<file path="src/rtl/sgt_map.svh">
// register map, field positions, reset values and widths of the status, port and threshold bank
`ifndef SGT_MAP_SVH
`define SGT_MAP_SVH

// ------------------------------------------------------------------
// widths and channel slots
// ------------------------------------------------------------------
`define SGT_RES_W 12
`define SGT_N_CH 6
`define SGT_N_ADC 5
`define SGT_LT_IDX 3'd5
`define SGT_PORT_W 8

// ------------------------------------------------------------------
// register offsets
// ------------------------------------------------------------------
`define SGT_ADDR_ALARM0 8'h70
`define SGT_ADDR_ALARM1 8'h71
`define SGT_ADDR_STATUS 8'h72
`define SGT_ADDR_PORT 8'h7a
`define SGT_ADDR_THR_BASE 8'h80
`define SGT_ADDR_THR_LAST 8'h97

// byte slot inside one channel's four-byte threshold group
`define SGT_SLOT_UPPER_LO 2'd0
`define SGT_SLOT_UPPER_HI 2'd1
`define SGT_SLOT_LOWER_LO 2'd2
`define SGT_SLOT_LOWER_HI 2'd3

// ------------------------------------------------------------------
// reset values
// ------------------------------------------------------------------
`define SGT_RST_STATUS 8'h0c
`define SGT_RST_PORT 8'hff
`define SGT_RST_ADC_UPPER 12'hfff
`define SGT_RST_ADC_LOWER 12'h000
`define SGT_RST_LT_UPPER 12'h7ff
`define SGT_RST_LT_LOWER 12'h800
`define SGT_STATUS_RSVD 1'b1
`define SGT_READ_ZERO 8'h00

`endif

</file>
<file path="src/rtl/sgt_pkg.sv">
// types shared by the status, port and threshold bank
package sgt_pkg;

    // ------------------------------------------------------------------
    // register request from the serial front end, same clock
    // ------------------------------------------------------------------
    typedef struct packed {
        logic [7:0] addr;
        logic [7:0] wdata;
        logic wr;
        logic rd;
    } sgt_reg_req_t;

    // converter sequencer indications, same clock
    typedef struct packed {
        logic auto_mode;
        logic start;
        logic stop;
        logic direct_done;
    } sgt_conv_ctl_t;

    // one result strobe per slot; slot 5 is the temperature sensor
    typedef struct packed {
        logic [5:0] valid;
        logic [5:0][11:0] data;
    } sgt_results_t;

    // general status layout, bit 7 down to bit 0
    typedef struct packed {
        logic [3:0] range;
        logic idle;
        logic rsvd;
        logic global_alarm;
        logic data_available_flag;
    } sgt_status_t;

    // converter activity; gray along idle -> auto and idle -> direct
    typedef enum logic [1:0] {
        SGT_IDLE = 2'b00,
        SGT_AUTO = 2'b01,
        SGT_DIRECT = 2'b10
    } sgt_conv_state_t;

endpackage

</file>
<file path="src/rtl/sgt_sync.sv">
// two-stage level synchroniser for pins entering the device clock
`timescale 1ns/1ps
module sgt_sync
    import sgt_pkg::*;
#(
    parameter int W = 8
) (
    // clock and reset
    input wire logic clk_i,
    input wire logic rst_b_i,
    // asynchronous levels and their synchronised copy
    input wire logic [W-1:0] async_i,
    output logic [W-1:0] sync_o
);

    logic [W-1:0] meta_q;

    // ------------------------------------------------------------------
    // elaboration check
    // ------------------------------------------------------------------
    if (W < 1) begin : g_bad_w
        $error("sgt_sync: width must be at least one");
    end

    // first stage is read by the second stage only
    always_ff @(posedge clk_i) begin
        if (!rst_b_i) begin
            meta_q <= '0;
            sync_o <= '0;
        end else begin
            meta_q <= async_i;
            sync_o <= meta_q;
        end
    end

endmodule

</file>
<file path="src/rtl/sgt_window_cmp.sv">
// window comparator for one monitored channel, straight binary or two's complement
`timescale 1ns/1ps
module sgt_window_cmp
    import sgt_pkg::*;
#(
    parameter int W = 12
) (
    // format select: high for two's complement bounds and result
    input wire logic signed_i,
    // result and bounds
    input wire logic [W-1:0] result_i,
    input wire logic [W-1:0] upper_i,
    input wire logic [W-1:0] lower_i,
    // outside the window, or bounds not ordered
    output logic alarm_o
);

    // ------------------------------------------------------------------
    // elaboration check
    // ------------------------------------------------------------------
    if (W < 2) begin : g_bad_w
        $error("sgt_window_cmp: width must be at least two");
    end

    // flipping the sign bit maps two's complement order onto unsigned order
    function automatic logic [W-1:0] to_order(input logic [W-1:0] v, input logic s);
        to_order = {v[W-1] ^ s, v[W-2:0]};
    endfunction

    logic [W-1:0] res_o;
    logic [W-1:0] up_o;
    logic [W-1:0] lo_o;

    // comparison in a common unsigned order
    always_comb begin
        res_o = to_order(result_i, signed_i);
        up_o = to_order(upper_i, signed_i);
        lo_o = to_order(lower_i, signed_i);
        // unordered bounds alarm regardless of the result
        alarm_o = (up_o <= lo_o) || (res_o > up_o) || (res_o < lo_o);
    end

endmodule

</file>
<file path="src/rtl/sgt_regs.sv">
// general status, open-drain port and window alarm register bank
// Operation
// - four range flags, bits 7..4, read 1 when group supply is below threshold.
// - auto mode: idle bit drops on trigger, returns to 1 only when stopped.
// - direct mode: idle drops when conversions begin, returns when they complete.
// - global alarm is the OR of every individual alarm flag.
// - global alarm stays set until the status register is read, then clears.
// - data-available flag is held at 0 while auto mode is selected.
// - direct mode: data-available reads 1 when done, 0 while converting.
// - status at 0x72 is read-only, resets to 0x0C.
// - writing 1 to a port bit releases that pin.
// - writing 0 to a port bit drives that pin low.
// - reading the port returns sampled pin levels, not written values.
// - port at 0x7A is read/write, resets to 0xFF, all pins released.
// - only five unipolar inputs and the temperature sensor get window alarms.
// - a result outside its window sets that channel's alarm flag.
// - upper bound not above lower bound means permanent alarm.
// - analog bounds are unsigned, temperature bounds two's complement.
// - analog upper bound low byte is read/write, resets 0xFF, inside 0x80..0x93.
// - upper bound top nibble sits in a high byte resetting to 0x0F.
// - alarm flag reads 1 while outside, 0 inside; channel 20 at bit 4.
`timescale 1ns/1ps
`include "sgt_map.svh"
module sgt_regs
    import sgt_pkg::*;
#(
    parameter int PORT_W = `SGT_PORT_W
) (
    // clock and reset
    input wire logic clk_i,
    input wire logic rst_b_i,
    // register access from the serial front end
    input wire sgt_reg_req_t reg_req_i,
    output logic [7:0] reg_rdata_o,
    output logic reg_rvalid_o,
    // converter sequencer and results
    input wire sgt_conv_ctl_t conv_ctl_i,
    input wire sgt_results_t results_i,
    // supply range detectors, asynchronous
    input wire logic [3:0] range_det_i,
    // open-drain port pins
    input wire logic [PORT_W-1:0] port_pin_i,
    output logic [PORT_W-1:0] port_pin_o,
    output logic [PORT_W-1:0] port_pin_oe_o
);

    // ------------------------------------------------------------------
    // elaboration check
    // ------------------------------------------------------------------
    if (PORT_W < 1 || PORT_W > `SGT_PORT_W) begin : g_bad_port
        $error("sgt_regs: port width must be one to eight");
    end

    localparam int RW = `SGT_RES_W;
    localparam int NC = `SGT_N_CH;

    // ------------------------------------------------------------------
    // address helpers
    // ------------------------------------------------------------------
    function automatic logic thr_hit(input logic [7:0] a);
        thr_hit = (a >= `SGT_ADDR_THR_BASE) && (a <= `SGT_ADDR_THR_LAST);
    endfunction

    function automatic logic [4:0] thr_off(input logic [7:0] a);
        logic [7:0] d;
        d = a - `SGT_ADDR_THR_BASE;
        thr_off = d[4:0];
    endfunction

    logic wr_thr;
    logic rd_status;
    logic [4:0] woff;
    logic [2:0] wch;

    assign wr_thr = reg_req_i.wr && thr_hit(reg_req_i.addr);
    assign rd_status = reg_req_i.rd && (reg_req_i.addr == `SGT_ADDR_STATUS);
    assign woff = thr_off(reg_req_i.addr);
    assign wch = woff[4:2];

    // ------------------------------------------------------------------
    // pin synchronisers
    // ------------------------------------------------------------------
    logic [3:0] range_s;
    logic [PORT_W-1:0] port_s;

    sgt_sync #(.W(4)) u_range_sync (
        .clk_i(clk_i),
        .rst_b_i(rst_b_i),
        .async_i(range_det_i),
        .sync_o(range_s)
    );

    sgt_sync #(.W(PORT_W)) u_port_sync (
        .clk_i(clk_i),
        .rst_b_i(rst_b_i),
        .async_i(port_pin_i),
        .sync_o(port_s)
    );

    // ------------------------------------------------------------------
    // open-drain port
    // ------------------------------------------------------------------
    // the enable register is the port state itself; reads show the pins, so no shadow copy is kept

    // a written 1 releases the pin, a 0 pulls it low; nothing ever drives high
    always_ff @(posedge clk_i) begin
        if (!rst_b_i) begin
            port_pin_oe_o <= ~PORT_W'(`SGT_RST_PORT);
            port_pin_o <= '0;
        end else begin
            port_pin_o <= '0;
            if (reg_req_i.wr && reg_req_i.addr == `SGT_ADDR_PORT) begin
                port_pin_oe_o <= ~reg_req_i.wdata[PORT_W-1:0];
            end
        end
    end

    // ------------------------------------------------------------------
    // threshold storage, four bytes per slot, slot 5 is temperature
    // ------------------------------------------------------------------
    logic [RW-1:0] upper_q [NC];
    logic [RW-1:0] lower_q [NC];

    // only the low nibble of a high byte is stored; its reserved bits read zero
    always_ff @(posedge clk_i) begin
        if (!rst_b_i) begin
            for (int i = 0; i < NC; i++) begin
                upper_q[i] <= (i == NC - 1) ? `SGT_RST_LT_UPPER : `SGT_RST_ADC_UPPER;
                lower_q[i] <= (i == NC - 1) ? `SGT_RST_LT_LOWER : `SGT_RST_ADC_LOWER;
            end
        end else if (wr_thr) begin
            case (woff[1:0])
                `SGT_SLOT_UPPER_LO: begin
                    upper_q[wch][7:0] <= reg_req_i.wdata;
                end
                `SGT_SLOT_UPPER_HI: begin
                    upper_q[wch][RW-1:8] <= reg_req_i.wdata[3:0];
                end
                `SGT_SLOT_LOWER_LO: begin
                    lower_q[wch][7:0] <= reg_req_i.wdata;
                end
                `SGT_SLOT_LOWER_HI: begin
                    lower_q[wch][RW-1:8] <= reg_req_i.wdata[3:0];
                end
                default: begin
                    upper_q[wch] <= upper_q[wch];
                end
            endcase
        end
    end

    // ------------------------------------------------------------------
    // latched results and window comparison
    // ------------------------------------------------------------------
    logic [RW-1:0] res_q [NC];
    logic [NC-1:0] alarm_w;
    logic [NC-1:0] alarm_q;

    // results start at zero, which lies inside every reset window
    always_ff @(posedge clk_i) begin
        if (!rst_b_i) begin
            for (int i = 0; i < NC; i++) begin
                res_q[i] <= '0;
            end
        end else begin
            for (int i = 0; i < NC; i++) begin
                if (results_i.valid[i]) begin
                    res_q[i] <= results_i.data[i];
                end
            end
        end
    end

    // one comparator per monitored slot and none for the bipolar inputs
    for (genvar g = 0; g < NC; g++) begin : g_cmp
        sgt_window_cmp #(.W(RW)) u_cmp (
            .signed_i(g == NC - 1),
            .result_i(res_q[g]),
            .upper_i(upper_q[g]),
            .lower_i(lower_q[g]),
            .alarm_o(alarm_w[g])
        );
    end

    // flags are live: they follow the window, they do not latch
    always_ff @(posedge clk_i) begin
        if (!rst_b_i) begin
            alarm_q <= '0;
        end else begin
            alarm_q <= alarm_w;
        end
    end

    // ------------------------------------------------------------------
    // converter activity and data-available
    // ------------------------------------------------------------------
    sgt_conv_state_t state_q;
    logic data_available_flag_q;
    logic global_alarm_q;

    always_ff @(posedge clk_i) begin
        if (!rst_b_i) begin
            state_q <= SGT_IDLE;
        end else begin
            case (state_q)
                SGT_IDLE: begin
                    if (conv_ctl_i.start) begin
                        state_q <= conv_ctl_i.auto_mode ? SGT_AUTO : SGT_DIRECT;
                    end
                end
                SGT_AUTO: begin
                    if (conv_ctl_i.stop) begin
                        state_q <= SGT_IDLE;
                    end
                end
                SGT_DIRECT: begin
                    if (conv_ctl_i.direct_done) begin
                        state_q <= SGT_IDLE;
                    end
                end
                default: begin
                    state_q <= SGT_IDLE;
                end
            endcase
        end
    end

    // auto mode forces zero; in direct mode completion wins over a new start
    always_ff @(posedge clk_i) begin
        if (!rst_b_i) begin
            data_available_flag_q <= 1'b0;
        end else if (conv_ctl_i.auto_mode) begin
            data_available_flag_q <= 1'b0;
        end else if (state_q == SGT_DIRECT && conv_ctl_i.direct_done) begin
            data_available_flag_q <= 1'b1;
        end else if (conv_ctl_i.start) begin
            data_available_flag_q <= 1'b0;
        end
    end

    // an alarm present in the read cycle sets again, so no event is lost
    always_ff @(posedge clk_i) begin
        if (!rst_b_i) begin
            global_alarm_q <= 1'b0;
        end else if (|alarm_q) begin
            global_alarm_q <= 1'b1;
        end else if (rd_status) begin
            global_alarm_q <= 1'b0;
        end
    end

    // ------------------------------------------------------------------
    // read path, one cycle after the request
    // ------------------------------------------------------------------
    sgt_status_t status_w;
    logic [7:0] rd_w;

    always_comb begin
        status_w.range = range_s;
        status_w.idle = (state_q == SGT_IDLE);
        status_w.rsvd = `SGT_STATUS_RSVD;
        status_w.global_alarm = global_alarm_q;
        status_w.data_available_flag = data_available_flag_q;
        rd_w = `SGT_READ_ZERO;
        if (thr_hit(reg_req_i.addr)) begin
            case (woff[1:0])
                `SGT_SLOT_UPPER_LO: rd_w = upper_q[wch][7:0];
                `SGT_SLOT_UPPER_HI: rd_w = {4'h0, upper_q[wch][RW-1:8]};
                `SGT_SLOT_LOWER_LO: rd_w = lower_q[wch][7:0];
                default: rd_w = {4'h0, lower_q[wch][RW-1:8]};
            endcase
        end else begin
            case (reg_req_i.addr)
                `SGT_ADDR_ALARM0: rd_w = {3'h0, alarm_q[`SGT_N_ADC-1:0]};
                `SGT_ADDR_ALARM1: rd_w = {7'h00, alarm_q[NC-1]};
                `SGT_ADDR_STATUS: rd_w = status_w;
                `SGT_ADDR_PORT: rd_w = 8'(port_s);
                default: rd_w = `SGT_READ_ZERO;
            endcase
        end
    end

    always_ff @(posedge clk_i) begin
        if (!rst_b_i) begin
            reg_rdata_o <= '0;
            reg_rvalid_o <= 1'b0;
        end else begin
            reg_rvalid_o <= reg_req_i.rd;
            if (reg_req_i.rd) begin
                reg_rdata_o <= rd_w;
            end
        end
    end
endmodule

</file>
<file path="config.mk">
export PLATFORM = sky130hd
export DESIGN_NAME = sgt_regs
export DESIGN_NICKNAME = d
export VERILOG_FILES = /design/src/rtl/sgt_pkg.sv /design/src/rtl/sgt_sync.sv /design/src/rtl/sgt_window_cmp.sv /design/src/rtl/sgt_regs.sv
export VERILOG_INCLUDE_DIRS = /design/src /design/src/rtl
export SDC_FILE = /design/constraint.sdc
export NUM_CORES = 1
export LEC_CHECK = 0
export ABC_AREA = 1
export BUFFER_PORTS_ARGS = -buffer_cell sky130_fd_sc_hd__buf_2
export CORE_UTILIZATION = 55
export DETAILED_ROUTE_END_ITERATION = 10
export PLACE_DENSITY = 0.77
export SYNTH_ARGS = -nofsm -noshare
export SYNTH_HDL_FRONTEND = slang
export SYNTH_HIERARCHICAL = 1
export SYNTH_SLANG_ARGS = --single-unit
</file>
<file path="constraint.sdc">
create_clock -name clk_i -period 1.9 [get_ports clk_i]
set_input_delay 0.095 -clock clk_i [delete_from_list [all_inputs] [get_ports clk_i]]
set_output_delay 0.095 -clock clk_i [all_outputs]
set_load 0.01 [all_outputs]
</file>
# After elaboration in Yosys (flattened, before gate mapping)
# Memories as Yosys holds them, arrays and structs flattened.
# Index checks and enable logic that the tools add are counted.
[word_totals]
regBits = 51
ram_bits = 216
output_inout_bits = 25
wordCells = 143
mem_count = 3
[mem_list]
columns = ["name", "words", "word_bits", "read_ports", "rd_clocked_by_memory_dff", "wr", "line", "rtl"]
rows = [
  ["lower_q", 6, 12, 7, 0, 6, "sgt_regs.sv:122", "logic [RW-1:0] lower_q [NC];"],
  ["res_q", 6, 12, 6, 0, 6, "sgt_regs.sv:155", "logic [RW-1:0] res_q [NC];"],
  ["upper_q", 6, 12, 7, 0, 6, "sgt_regs.sv:121", "logic [RW-1:0] upper_q [NC];"],
]
[classes]
n_addsub = 1
magnitude_cmp = 20
eq_ne = 12
n_mux = 59
bitwise_logic = 11
reduce_logical = 26
[ops]
columns = ["cell", "n"]
rows = [
  ["12-bit 2-to-1 mux", 8],
  ["12-bit > comparator", 6],
  ["12-bit <= comparator", 6],
  ["12-bit < comparator", 6],
  ["1-bit 2-to-1 mux", 39],
  ["8-bit by 7-bit equality test with 1-bit output, second input constant", 4],
  ["8-bit case mux with 4 select lines", 1],
  ["8-bit case mux with 3 select lines", 1],
  ["12-bit OR reduction", 2],
  ["1-bit logical OR", 12],
  ["2-bit 2-to-1 mux", 6],
  ["8-bit >= comparator, second input constant", 1],
  ["8-bit <= comparator, second input constant", 1],
  ["8-bit 2-to-1 mux", 1],
  ["8-bit NOT", 1],
  ["2-bit equality test, second input constant", 3],
  ["3-bit 2-to-1 mux", 2],
  ["2-bit != test, second input constant", 3],
  ["1-bit bitwise OR", 6],
  ["2-bit case mux with 3 select lines", 1],
  ["6-bit OR reduction", 1],
  ["1-bit logical AND", 5],
  ["5-bit by 1-bit subtractor with 5-bit output, second input constant", 1],
  ["2-bit by 1-bit equality test with 1-bit output, second input constant", 2],
  ["5 further kinds", 10],
]

# Depth between registers and ports, before layout
# Gate-level depths: netlist (run 1).
[depth]
word_depth = 8
depth_mapped = 13
mapped_depth_nobuf = 13

# Modules after synthesis
# Netlist (run 1), hierarchy kept.
[by_module_without_submodules]
columns = ["mod", "n_inst", "cells_per_inst", "area_each_um2"]
rows = [
  ["sgt_regs", 1, 1313, 12884.9],
  ["sgt_window_cmp", 6, 151, 963.4],
  ["sgt_sync (u_port_sync)", 1, 50, 484.2],
  ["sgt_sync (u_range_sync)", 1, 25, 225.2],
]

# Worst setup path after synthesis (run 1)
# OpenSTA, ideal clock, no wires.
[synth_path]
path_type = "input to register"
from = "in reg_req_i[1] (netlist bit)"
to = "mem lower_q[5][0] (netlist bit), enable pin"
setup_ns = 0.385
t_arrival_ns = 1.555
required_ns = 1.515
slack_ns = -0.041
path_stages = 6
path_buffers = 1
path_cell_list = "buf_2 -> inv_1 -> nor2_8 -> inv_2 -> o21ai_4 -> nor3b_1"
[synth_lines]
columns = ["item", "line", "rtl"]
rows = [
  ["start, declared", "sgt_regs.sv:33", "input wire sgt_reg_req_t reg_req_i,"],
  ["end, declared", "sgt_regs.sv:122", ""],
]

==> results of run 1 <==
critical path, cell delays in order (launching register included):
cell and delay (ns):
edfxtp_1 0.47, xnor2_2 0.33, ha_4 0.27, a21o_1 0.18, nor2_2 0.11, nand2_1 0.09
nor2_2 0.12, nor2_2 0.04, nand3_1 0.07, nand2_1 0.07, inv_1 0.07
metrics by stage:
stage          cell area, µm²  cells  hold WS [ns]  power [µW]  TNS, ns
6_report                23680   3149       0.01818       18260        0
5_1_grt                 23680   3148       0.04065       18890  -0.1580
4_1_cts                 23510   3144       0.01184       18110        0
3_5_place_dp            21320   2981        0.2841       11040  -0.1737
3_3_place_gp            21320   2981        0.2801       10890  -0.2965
2_1_floorplan           19650   2366        0.1678       10050        0
final cells by class:
| cell class | instances | area [µm²] |
|---|---|---|
| clock inverter | 20 | 202.7 |
| timing repair buffer | 327 | 2452 |
| antenna | 1 | 2.502 |
| tap | 455 | 569.3 |
| clock buffer | 44 | 972.2 |
| multi-input combinational | 1601 | 9087 |
| fill | 2732 | 10940 |
| inverter | 386 | 1449 |
| sequential | 315 | 8949 |
power groups by stage:
stage / sequential, µW / clock (µW) / combinational [µW]
floorplan: 8210 / 0 / 1840
global placement: 8370 / 0 / 2520
detailed placement: 8380 / 0 / 2660
CTS: 8240 / 7040 / 2840
global route: 8280 / 7280 / 3330
finish: 8260 / 7030 / 2980
cell usage after synthesis, types with 23 or more instances:
cell type  instances  area share
a21oi_1          110       0.028
clkbuf_1          23      0.0045
dfxtp_1           51       0.053
edfxtp_1         264        0.41
ha_1             210        0.14
inv_1            368       0.071
nand2_1          655        0.13
nand2_2           29      0.0094
nand3_1          113       0.029
nand4_1           31       0.010
nor2_1           235       0.046
nor2_2            23      0.0074
sequential cells by signal, summed over array words and instances, names as in the netlist:
name                   cells
lower_q                   96
upper_q                   96
res_q                     72
port_pin_oe_o              8
reg_rdata_o                8
u_port_sync/meta_q         8
u_port_sync/sync_o         8
alarm_q                    6
u_range_sync/meta_q        4
u_range_sync/sync_o        4
state_q                    2
data_available_flag_q      1
global_alarm_q             1
reg_rvalid_o               1
per-layer routing:
layer	GRT usage	routed length [µm]	up-vias
met3	0.05737	5620	208
met1	0.3870	21700	7800
li1	-	-	8024
met5	0	10	-
met2	0.5838	28990	831
met4	0.1721	3147	2
logic make-up after synthesis:
group	count (synthesis)	synth area share
XOR/XNOR	18	0.008137
other	2	0.0003876
flip-flops	315	0.4619
buffers and inverters	450	0.09196
adder cells (fa/ha/maj)	210	0.1356
AO/OA/AOI/OAI	155	0.04411
AND/OR/NAND/NOR	1144	0.2579
worst max-delay path by stage:
stage                         from        endpoint  slack [ns]  cells after the start
floorplan             reg_req_i[1]   upper_q[5][0]        0.18                      5
global placement     reg_req_i[11]  upper_q[2][11]       -0.06                      8
detailed placement   reg_req_i[11]  upper_q[2][11]       -0.04                      8
CTS                 upper_q[0][11]      alarm_q[0]        0.04                     12
global route        lower_q[0][11]      alarm_q[0]       -0.11                     10
finish              lower_q[0][11]      alarm_q[0]        0.04                     10
repair_timing:
item / 4_1_cts / 5_1_grt
setup endpoints to repair: 3 / 5
hold endpoints to repair: 97 / 0
pin swaps: 0 / 18
buffers inserted: 0 / 4
cloned: 0 / 0
hold buffers: 99 / 0
gates resized for setup: 3 / 21
==> run_summary.xml, run 1 <==
<?xml version="1.0" encoding="UTF-8"?>
<metrics>
  <group name="critical_path">
    <metric name="worst_setup_path_end_kind" unit="">register</metric>
    <metric name="timing.critical_path.fanout_max" unit="">2</metric>
    <metric name="cp_data_required_time" unit="ns">2.37</metric>
    <metric name="rrSetupSlack" unit="ns">0.04</metric>
    <metric name="critical_path_arrival" unit="ns">2.33</metric>
    <metric name="startpoint_type" unit="">register</metric>
    <metric name="r2r.worst_path.cells" unit="">10</metric>
    <metric name="crit-reg2reg-launch" unit="">lower_q[0][11]</metric>
    <metric name="criticalPathCategory" unit="">reg2reg</metric>
    <metric name="regToRegEndpoint" unit="">alarm_q[0]</metric>
  </group>
  <group name="clock_tree">
    <metric name="h-tree-depth" unit="">2</metric>
    <metric name="cts.clk_slew.worst_paths" unit="ns">0.06</metric>
    <metric name="ctsRootBufferMaster" unit="">clkbuf_16</metric>
    <metric name="tritoncts" unit="">yes</metric>
    <metric name="cts_max_path_buffers" unit="">3</metric>
    <metric name="clock_network_latency_to_the_later_pin_of_the_worst_skew_pair" unit="ns">0.54</metric>
    <metric name="cts_buffers" unit="">36</metric>
    <metric name="cts_num_sinks" unit="">315</metric>
  </group>
  <group name="synthesis">
    <metric name="postSynthRegisterBits" unit="">315</metric>
    <metric name="synthesis.instances" unit="">2294</metric>
    <metric name="synth_ff_type" unit="">edfxtp_1</metric>
    <metric name="postSynthAreaPerCell" unit="µm²">8.446</metric>
    <metric name="synth-seq-area-share" unit="">0.4619</metric>
    <metric name="asyncSetResetFlopFracSynth" unit="">0</metric>
    <metric name="synthesis_warnings" unit="">6</metric>
    <metric name="mappedNetlistArea" unit="mm²">0.01937</metric>
    <metric name="synth_edf_count" unit="">264</metric>
    <metric name="number_of_unique_standard_cell_types_used_by_synthesis" unit="">47</metric>
  </group>
  <group name="route">
    <metric name="first_iter_violations" unit="">1685</metric>
    <metric name="routed_wire_length_per_instance" unit="µm">18.88</metric>
    <metric name="viasPerCell" unit="">5.356</metric>
    <metric name="detailroute.via_count" unit="">16865</metric>
    <metric name="wirelength" unit="mm">59.47</metric>
    <metric name="route.detailed.drc" unit="">0</metric>
    <metric name="drtPass1Iterations" unit="">6</metric>
    <metric name="antenna_violating_nets_post_route" unit="">0</metric>
  </group>
  <group name="finish">
    <metric name="finish.utilization" unit="">0.6840</metric>
    <metric name="final_layout_size_suffix_gt1_frac" unit="">0.1600</metric>
    <metric name="layout_common_cells" unit="">654 x nand2_1, 368 x inv_1, 264 x edfxtp_1</metric>
    <metric name="layout.cells.most_common" unit="">nand2_1</metric>
    <metric name="syn_to_final_growth" unit="%">22.24</metric>
    <metric name="final_net_count" unit="">2991</metric>
  </group>
  <group name="placed_design">
    <metric name="dp_worst_setup_slack" unit="ns">-0.04345</metric>
    <metric name="post-dp-hpwl" unit="mm">43.86</metric>
    <metric name="gp_congestion" unit="">1.012</metric>
    <metric name="portBuffers" unit="">130</metric>
  </group>
  <group name="power">
    <metric name="power.share.clock" unit="">0.385</metric>
    <metric name="power.ir.vdd_worst" unit="µV">635.5</metric>
    <metric name="cellPowerDensity" unit="mW/mm²">771.0</metric>
    <metric name="swShare" unit="">0.2784</metric>
    <metric name="cellLeakagePower" unit="µW">0.01178</metric>
    <metric name="comb_power_share" unit="">0.163</metric>
    <metric name="internal_power" unit="µW">13180</metric>
    <metric name="switchingPower" unit="µW">5084</metric>
    <metric name="power.share.sequential" unit="">0.452</metric>
  </group>
  <group name="timing">
    <metric name="grt_setup_unrepaired" unit="">true</metric>
    <metric name="max-slew-margin-rel" unit="">0.6376</metric>
    <metric name="report.final.slew_viol_count" unit="">0</metric>
    <metric name="ratio_of_final_minimum_period_to_clock_period" unit="">0.9807</metric>
    <metric name="worst_slack" unit="ns">0.03661</metric>
    <metric name="period_needed" unit="ns">1.863</metric>
    <metric name="clock_skew" unit="ns">0.01660</metric>
    <metric name="timing.final.hold_violations" unit="">0</metric>
    <metric name="max_freq" unit="MHz">536.7</metric>
    <metric name="timing_worst_slew_pin_value" unit="ns">0.5435</metric>
    <metric name="setup-violations-final" unit="">0</metric>
  </group>
  <group name="die">
    <metric name="placeableCoreArea" unit="mm²">0.03463</metric>
    <metric name="num_io_pins" unit="">139</metric>
    <metric name="floorplan.initialDensity" unit="">0.5595</metric>
    <metric name="die_w" unit="µm">189.7</metric>
    <metric name="die_area" unit="mm²">0.03598</metric>
    <metric name="die_h" unit="µm">189.7</metric>
    <metric name="placementRows" unit="">68</metric>
  </group>
  <group name="grt">
    <metric name="first_global_vias" unit="">16920</metric>
    <metric name="grt_first_pass_wirelength" unit="mm">89.68</metric>
    <metric name="global_route.overflow_total" unit="">0</metric>
    <metric name="antenna_found_initial" unit="">2</metric>
    <metric name="groute.usage.overall" unit="">0.3319</metric>
    <metric name="largest_net_degree_at_the_start_of_global_routing" unit="">61</metric>
  </group>
  <group name="run">
    <metric name="drv_cap" unit="">0</metric>
  </group>
  <group name="min_path">
    <metric name="whs_path_depth" unit="">4</metric>
    <metric name="worst_hold_path.endpoint" unit="">port_pin_oe_o[4]</metric>
    <metric name="hp-class" unit="">in2reg</metric>
    <metric name="hold_path.startpoint" unit="">reg_req_i[1]</metric>
  </group>
  <group name="run_status">
    <metric name="result_of_the_run" unit="">finished clean</metric>
  </group>
</metrics>
(Power assumes the default switching activity.)
==> run 2: changes to the inputs <==
--- a/config.mk
+++ b/config.mk
@@ -10,7 +10,7 @@
 export BUFFER_PORTS_ARGS = -buffer_cell sky130_fd_sc_hd__buf_2
 export CORE_UTILIZATION = 55
 export DETAILED_ROUTE_END_ITERATION = 10
-export PLACE_DENSITY = 0.77
+export PLACE_DENSITY = 0.74
 export SYNTH_ARGS = -nofsm -noshare
 export SYNTH_HDL_FRONTEND = slang
 export SYNTH_HIERARCHICAL = 1
==> constraint.sdc (replaced) <==
create_clock -name clk_i -period 1.8 [get_ports clk_i]
set_input_delay 0.09 -clock clk_i [delete_from_list [all_inputs] [get_ports clk_i]]
set_output_delay 0.09 -clock clk_i [all_outputs]
set_load 0.01 [all_outputs]
==> run 2 against run 1 <==
Against the previous run:
- via count down 0.66%
- register-to-register slack worse by 0.02 ns
- critical path depth up 1
- final area up 2.5%
- clock skew about the same
- setup slack worse by 0.023 ns
- die area unchanged
- global-route usage up 0.59 points
- clock-buffer cell count unchanged
- combinational power up 12%
- largest power group unchanged
==> run_summary.xml, run 2 (synthesis results as in run 1) <==
<?xml version="1.0" encoding="UTF-8"?>
<metrics>
  <group name="placed_design">
    <metric name="post-dp-hpwl" unit="mm">44.80</metric>
    <metric name="post_dp_cell_area" unit="mm²">0.02161</metric>
    <metric name="dp_worst_setup_slack" unit="ns">-0.08213</metric>
    <metric name="portBuffers" unit="">130</metric>
    <metric name="gp_congestion" unit="">1.068</metric>
  </group>
  <group name="finish">
    <metric name="final_net_count" unit="">3022</metric>
    <metric name="antenna_cells_inserted" unit="">0</metric>
    <metric name="layout.cells.most_common" unit="">nand2_1</metric>
    <metric name="layout_common_cells" unit="">650 x nand2_1, 362 x inv_1, 264 x edfxtp_1</metric>
    <metric name="fillers" unit="">2587</metric>
    <metric name="layout.cell_area.non_filler" unit="mm²">0.02427</metric>
    <metric name="final_layout_size_suffix_gt1_frac" unit="">0.1791</metric>
    <metric name="largest_registers" unit="">lower_q x96, upper_q x96, res_q x72</metric>
    <metric name="syn_to_final_growth" unit="%">25.26</metric>
  </group>
  <group name="timing">
    <metric name="worst_slack" unit="ns">0.01391</metric>
    <metric name="ratio_of_final_minimum_period_to_clock_period" unit="">0.9923</metric>
    <metric name="timing.final.hold_violations" unit="">0</metric>
    <metric name="clock_skew" unit="ns">0.01660</metric>
    <metric name="period_needed" unit="ns">1.786</metric>
    <metric name="max_freq" unit="MHz">559.9</metric>
    <metric name="timing_worst_slew_pin_value" unit="ns">0.5875</metric>
    <metric name="setup-violations-final" unit="">0</metric>
    <metric name="report.final.slew_viol_count" unit="">0</metric>
    <metric name="grt_setup_unrepaired" unit="">true</metric>
    <metric name="max-slew-margin-rel" unit="">0.6084</metric>
  </group>
  <group name="route">
    <metric name="drtPass1Iterations" unit="">6</metric>
    <metric name="route.detailed.drc" unit="">0</metric>
    <metric name="wirelength" unit="mm">60.11</metric>
    <metric name="first_iter_violations" unit="">1445</metric>
    <metric name="detailroute.via_count" unit="">16754</metric>
    <metric name="antenna_violating_nets_post_route" unit="">0</metric>
    <metric name="routed_wire_length_per_instance" unit="µm">18.90</metric>
    <metric name="viasPerCell" unit="">5.269</metric>
  </group>
  <group name="critical_path">
    <metric name="worstSetupEndpoint" unit="">alarm_q[3]</metric>
    <metric name="cp.buffers_inverters" unit="">2</metric>
    <metric name="timing.critical_path.depth" unit="">11</metric>
    <metric name="crit-reg2reg-launch" unit="">lower_q[3][11]</metric>
    <metric name="startpoint_type" unit="">register</metric>
    <metric name="cp_data_required_time" unit="ns">2.29</metric>
    <metric name="critical_path.max_stage_delay" unit="ns">0.43</metric>
    <metric name="timing.critical_path.max_delay_family" unit="">flip-flops</metric>
    <metric name="r2r.worst_path.cells" unit="">11</metric>
    <metric name="regToRegEndpoint" unit="">alarm_q[3]</metric>
    <metric name="critPathLaunch" unit="">lower_q[3][11]</metric>
    <metric name="critical-path-slowest-cell" unit="">edfxtp_1</metric>
    <metric name="rrSetupSlack" unit="ns">0.01</metric>
    <metric name="timing.critical_path.fanout_max" unit="">2</metric>
    <metric name="critical_path_arrival" unit="ns">2.28</metric>
    <metric name="criticalPathCategory" unit="">reg2reg</metric>
    <metric name="worst_setup_path_end_kind" unit="">register</metric>
    <metric name="timing.critical_path.cells" unit="">xnor2_2 &gt; buf_4 &gt; ha_4 &gt; a21o_1 &gt; nor2_1 &gt; nand2_1 &gt; nor2_1 &gt; nor2_2 &gt; nand3_1 &gt; nand2_1 &gt; inv_1</metric>
  </group>
  <group name="clock_tree">
    <metric name="cts.clk_slew.worst_paths" unit="ns">0.06</metric>
    <metric name="tritoncts" unit="">yes</metric>
    <metric name="clock_network_latency_to_the_later_pin_of_the_worst_skew_pair" unit="ns">0.56</metric>
    <metric name="h-tree-depth" unit="">2</metric>
    <metric name="cts_buffers" unit="">36</metric>
    <metric name="cts_max_path_buffers" unit="">3</metric>
    <metric name="cts_num_sinks" unit="">315</metric>
    <metric name="ctsRootBufferMaster" unit="">clkbuf_16</metric>
  </group>
  <group name="die">
    <metric name="die_h" unit="µm">189.7</metric>
    <metric name="placementRows" unit="">68</metric>
    <metric name="die_area" unit="mm²">0.03598</metric>
    <metric name="die_w" unit="µm">189.7</metric>
    <metric name="floorplan.initialDensity" unit="">0.5595</metric>
    <metric name="placeableCoreArea" unit="mm²">0.03463</metric>
    <metric name="num_io_pins" unit="">139</metric>
  </group>
  <group name="power">
    <metric name="power.ir.vdd_worst" unit="µV">803.6</metric>
    <metric name="cellPowerDensity" unit="mW/mm²">805.2</metric>
    <metric name="cellLeakagePower" unit="µW">0.01201</metric>
  </group>
  <group name="min_path">
    <metric name="hp-class" unit="">in2reg</metric>
    <metric name="hold_path.startpoint" unit="">rst_b_i</metric>
  </group>
  <group name="grt">
    <metric name="grt_first_pass_wirelength" unit="mm">90.79</metric>
    <metric name="groute.usage.overall" unit="">0.3378</metric>
    <metric name="first_global_vias" unit="">16679</metric>
    <metric name="antenna_found_initial" unit="">1</metric>
    <metric name="largest_net_degree_at_the_start_of_global_routing" unit="">36</metric>
    <metric name="global_route.overflow_total" unit="">0</metric>
  </group>
  <group name="run_status">
    <metric name="result_of_the_run" unit="">finished clean</metric>
  </group>
  <group name="run">
    <metric name="drv_cap" unit="">0</metric>
  </group>
</metrics>
-- run 2: area by class of cell --
| class | instances | area, µm² | area share |
|---|---|---|---|
| multi-input combinational | 1601 | 9258 | 0.3815 |
| sequential | 315 | 8949 | 0.3687 |
| timing repair buffer | 358 | 2846 | 0.1173 |
| inverter | 386 | 1449 | 0.05970 |
| clock buffer | 44 | 1007 | 0.04150 |
| tap | 455 | 569.3 | 0.02346 |
| clock inverter | 21 | 190.2 | 0.007837 |
-- run 2: power breakdown --
group          switching (µW)  leakage, µW  total [µW]  internal, µW
clock                    3180     0.000597        7500          4330
sequential                357      0.00307        8700          8340
combinational            1970      0.00833        3340          1380
total                    5500       0.0120       19500         14000
-- run 2: what timing repair did --
action                     CTS  global route
gates resized for setup      0            58
setup endpoints to repair    2            10
pin swaps                    2            43
setup buffers                0             7
hold buffers               107             0
hold endpoints to repair    99             0
-- run 2: how the worst min path moves through the flow --
stage                     depth (start not counted)  slack, ns                     end
final                                             4       0.06              alarm_q[5]
after global routing                              4       0.07              alarm_q[5]
after CTS                                         4       0.02          reg_rdata_o[7]
after detailed placement                          3       0.28  u_range_sync/meta_q[3]
after global placement                            3       0.27  u_range_sync/meta_q[2]
after floorplan                                   1       0.16   data_available_flag_q
-- run 2: metrics by stage --
stage          utilization  std cells  setup TNS, ns  power (µW)  hold WS [ns]
2_1_floorplan            -       2366              0       10610        0.1628
3_3_place_gp        0.6239       3001         -1.127       11570        0.2697
3_5_place_dp        0.6239       3001         -2.901       11730        0.2778
4_1_cts             0.6894       3173              0       19320       0.02484
5_1_grt             0.7008       3180        -0.2335       20280       0.06746
6_report            0.7008       3180              0       19540       0.05818
-- run 2: worst register-to-register path, stage by stage, from the launching register on --
cell and delay [ns]:
edfxtp_1 0.43, xnor2_2 0.25, buf_4 0.16, ha_4 0.21, a21o_1 0.18, nor2_1 0.10, nand2_1 0.06, nor2_1 0.12
nor2_2 0.04, nand3_1 0.06, nand2_1 0.05, inv_1 0.07
-- run 2: metal layers --
layer	vias up	global-route usage	routed length, µm
met5	-	0	0
met4	0	0.1644	2987
met3	156	0.04833	4585
met2	704	0.5827	29260
met1	7827	0.4147	23270
li1	8067	-	-
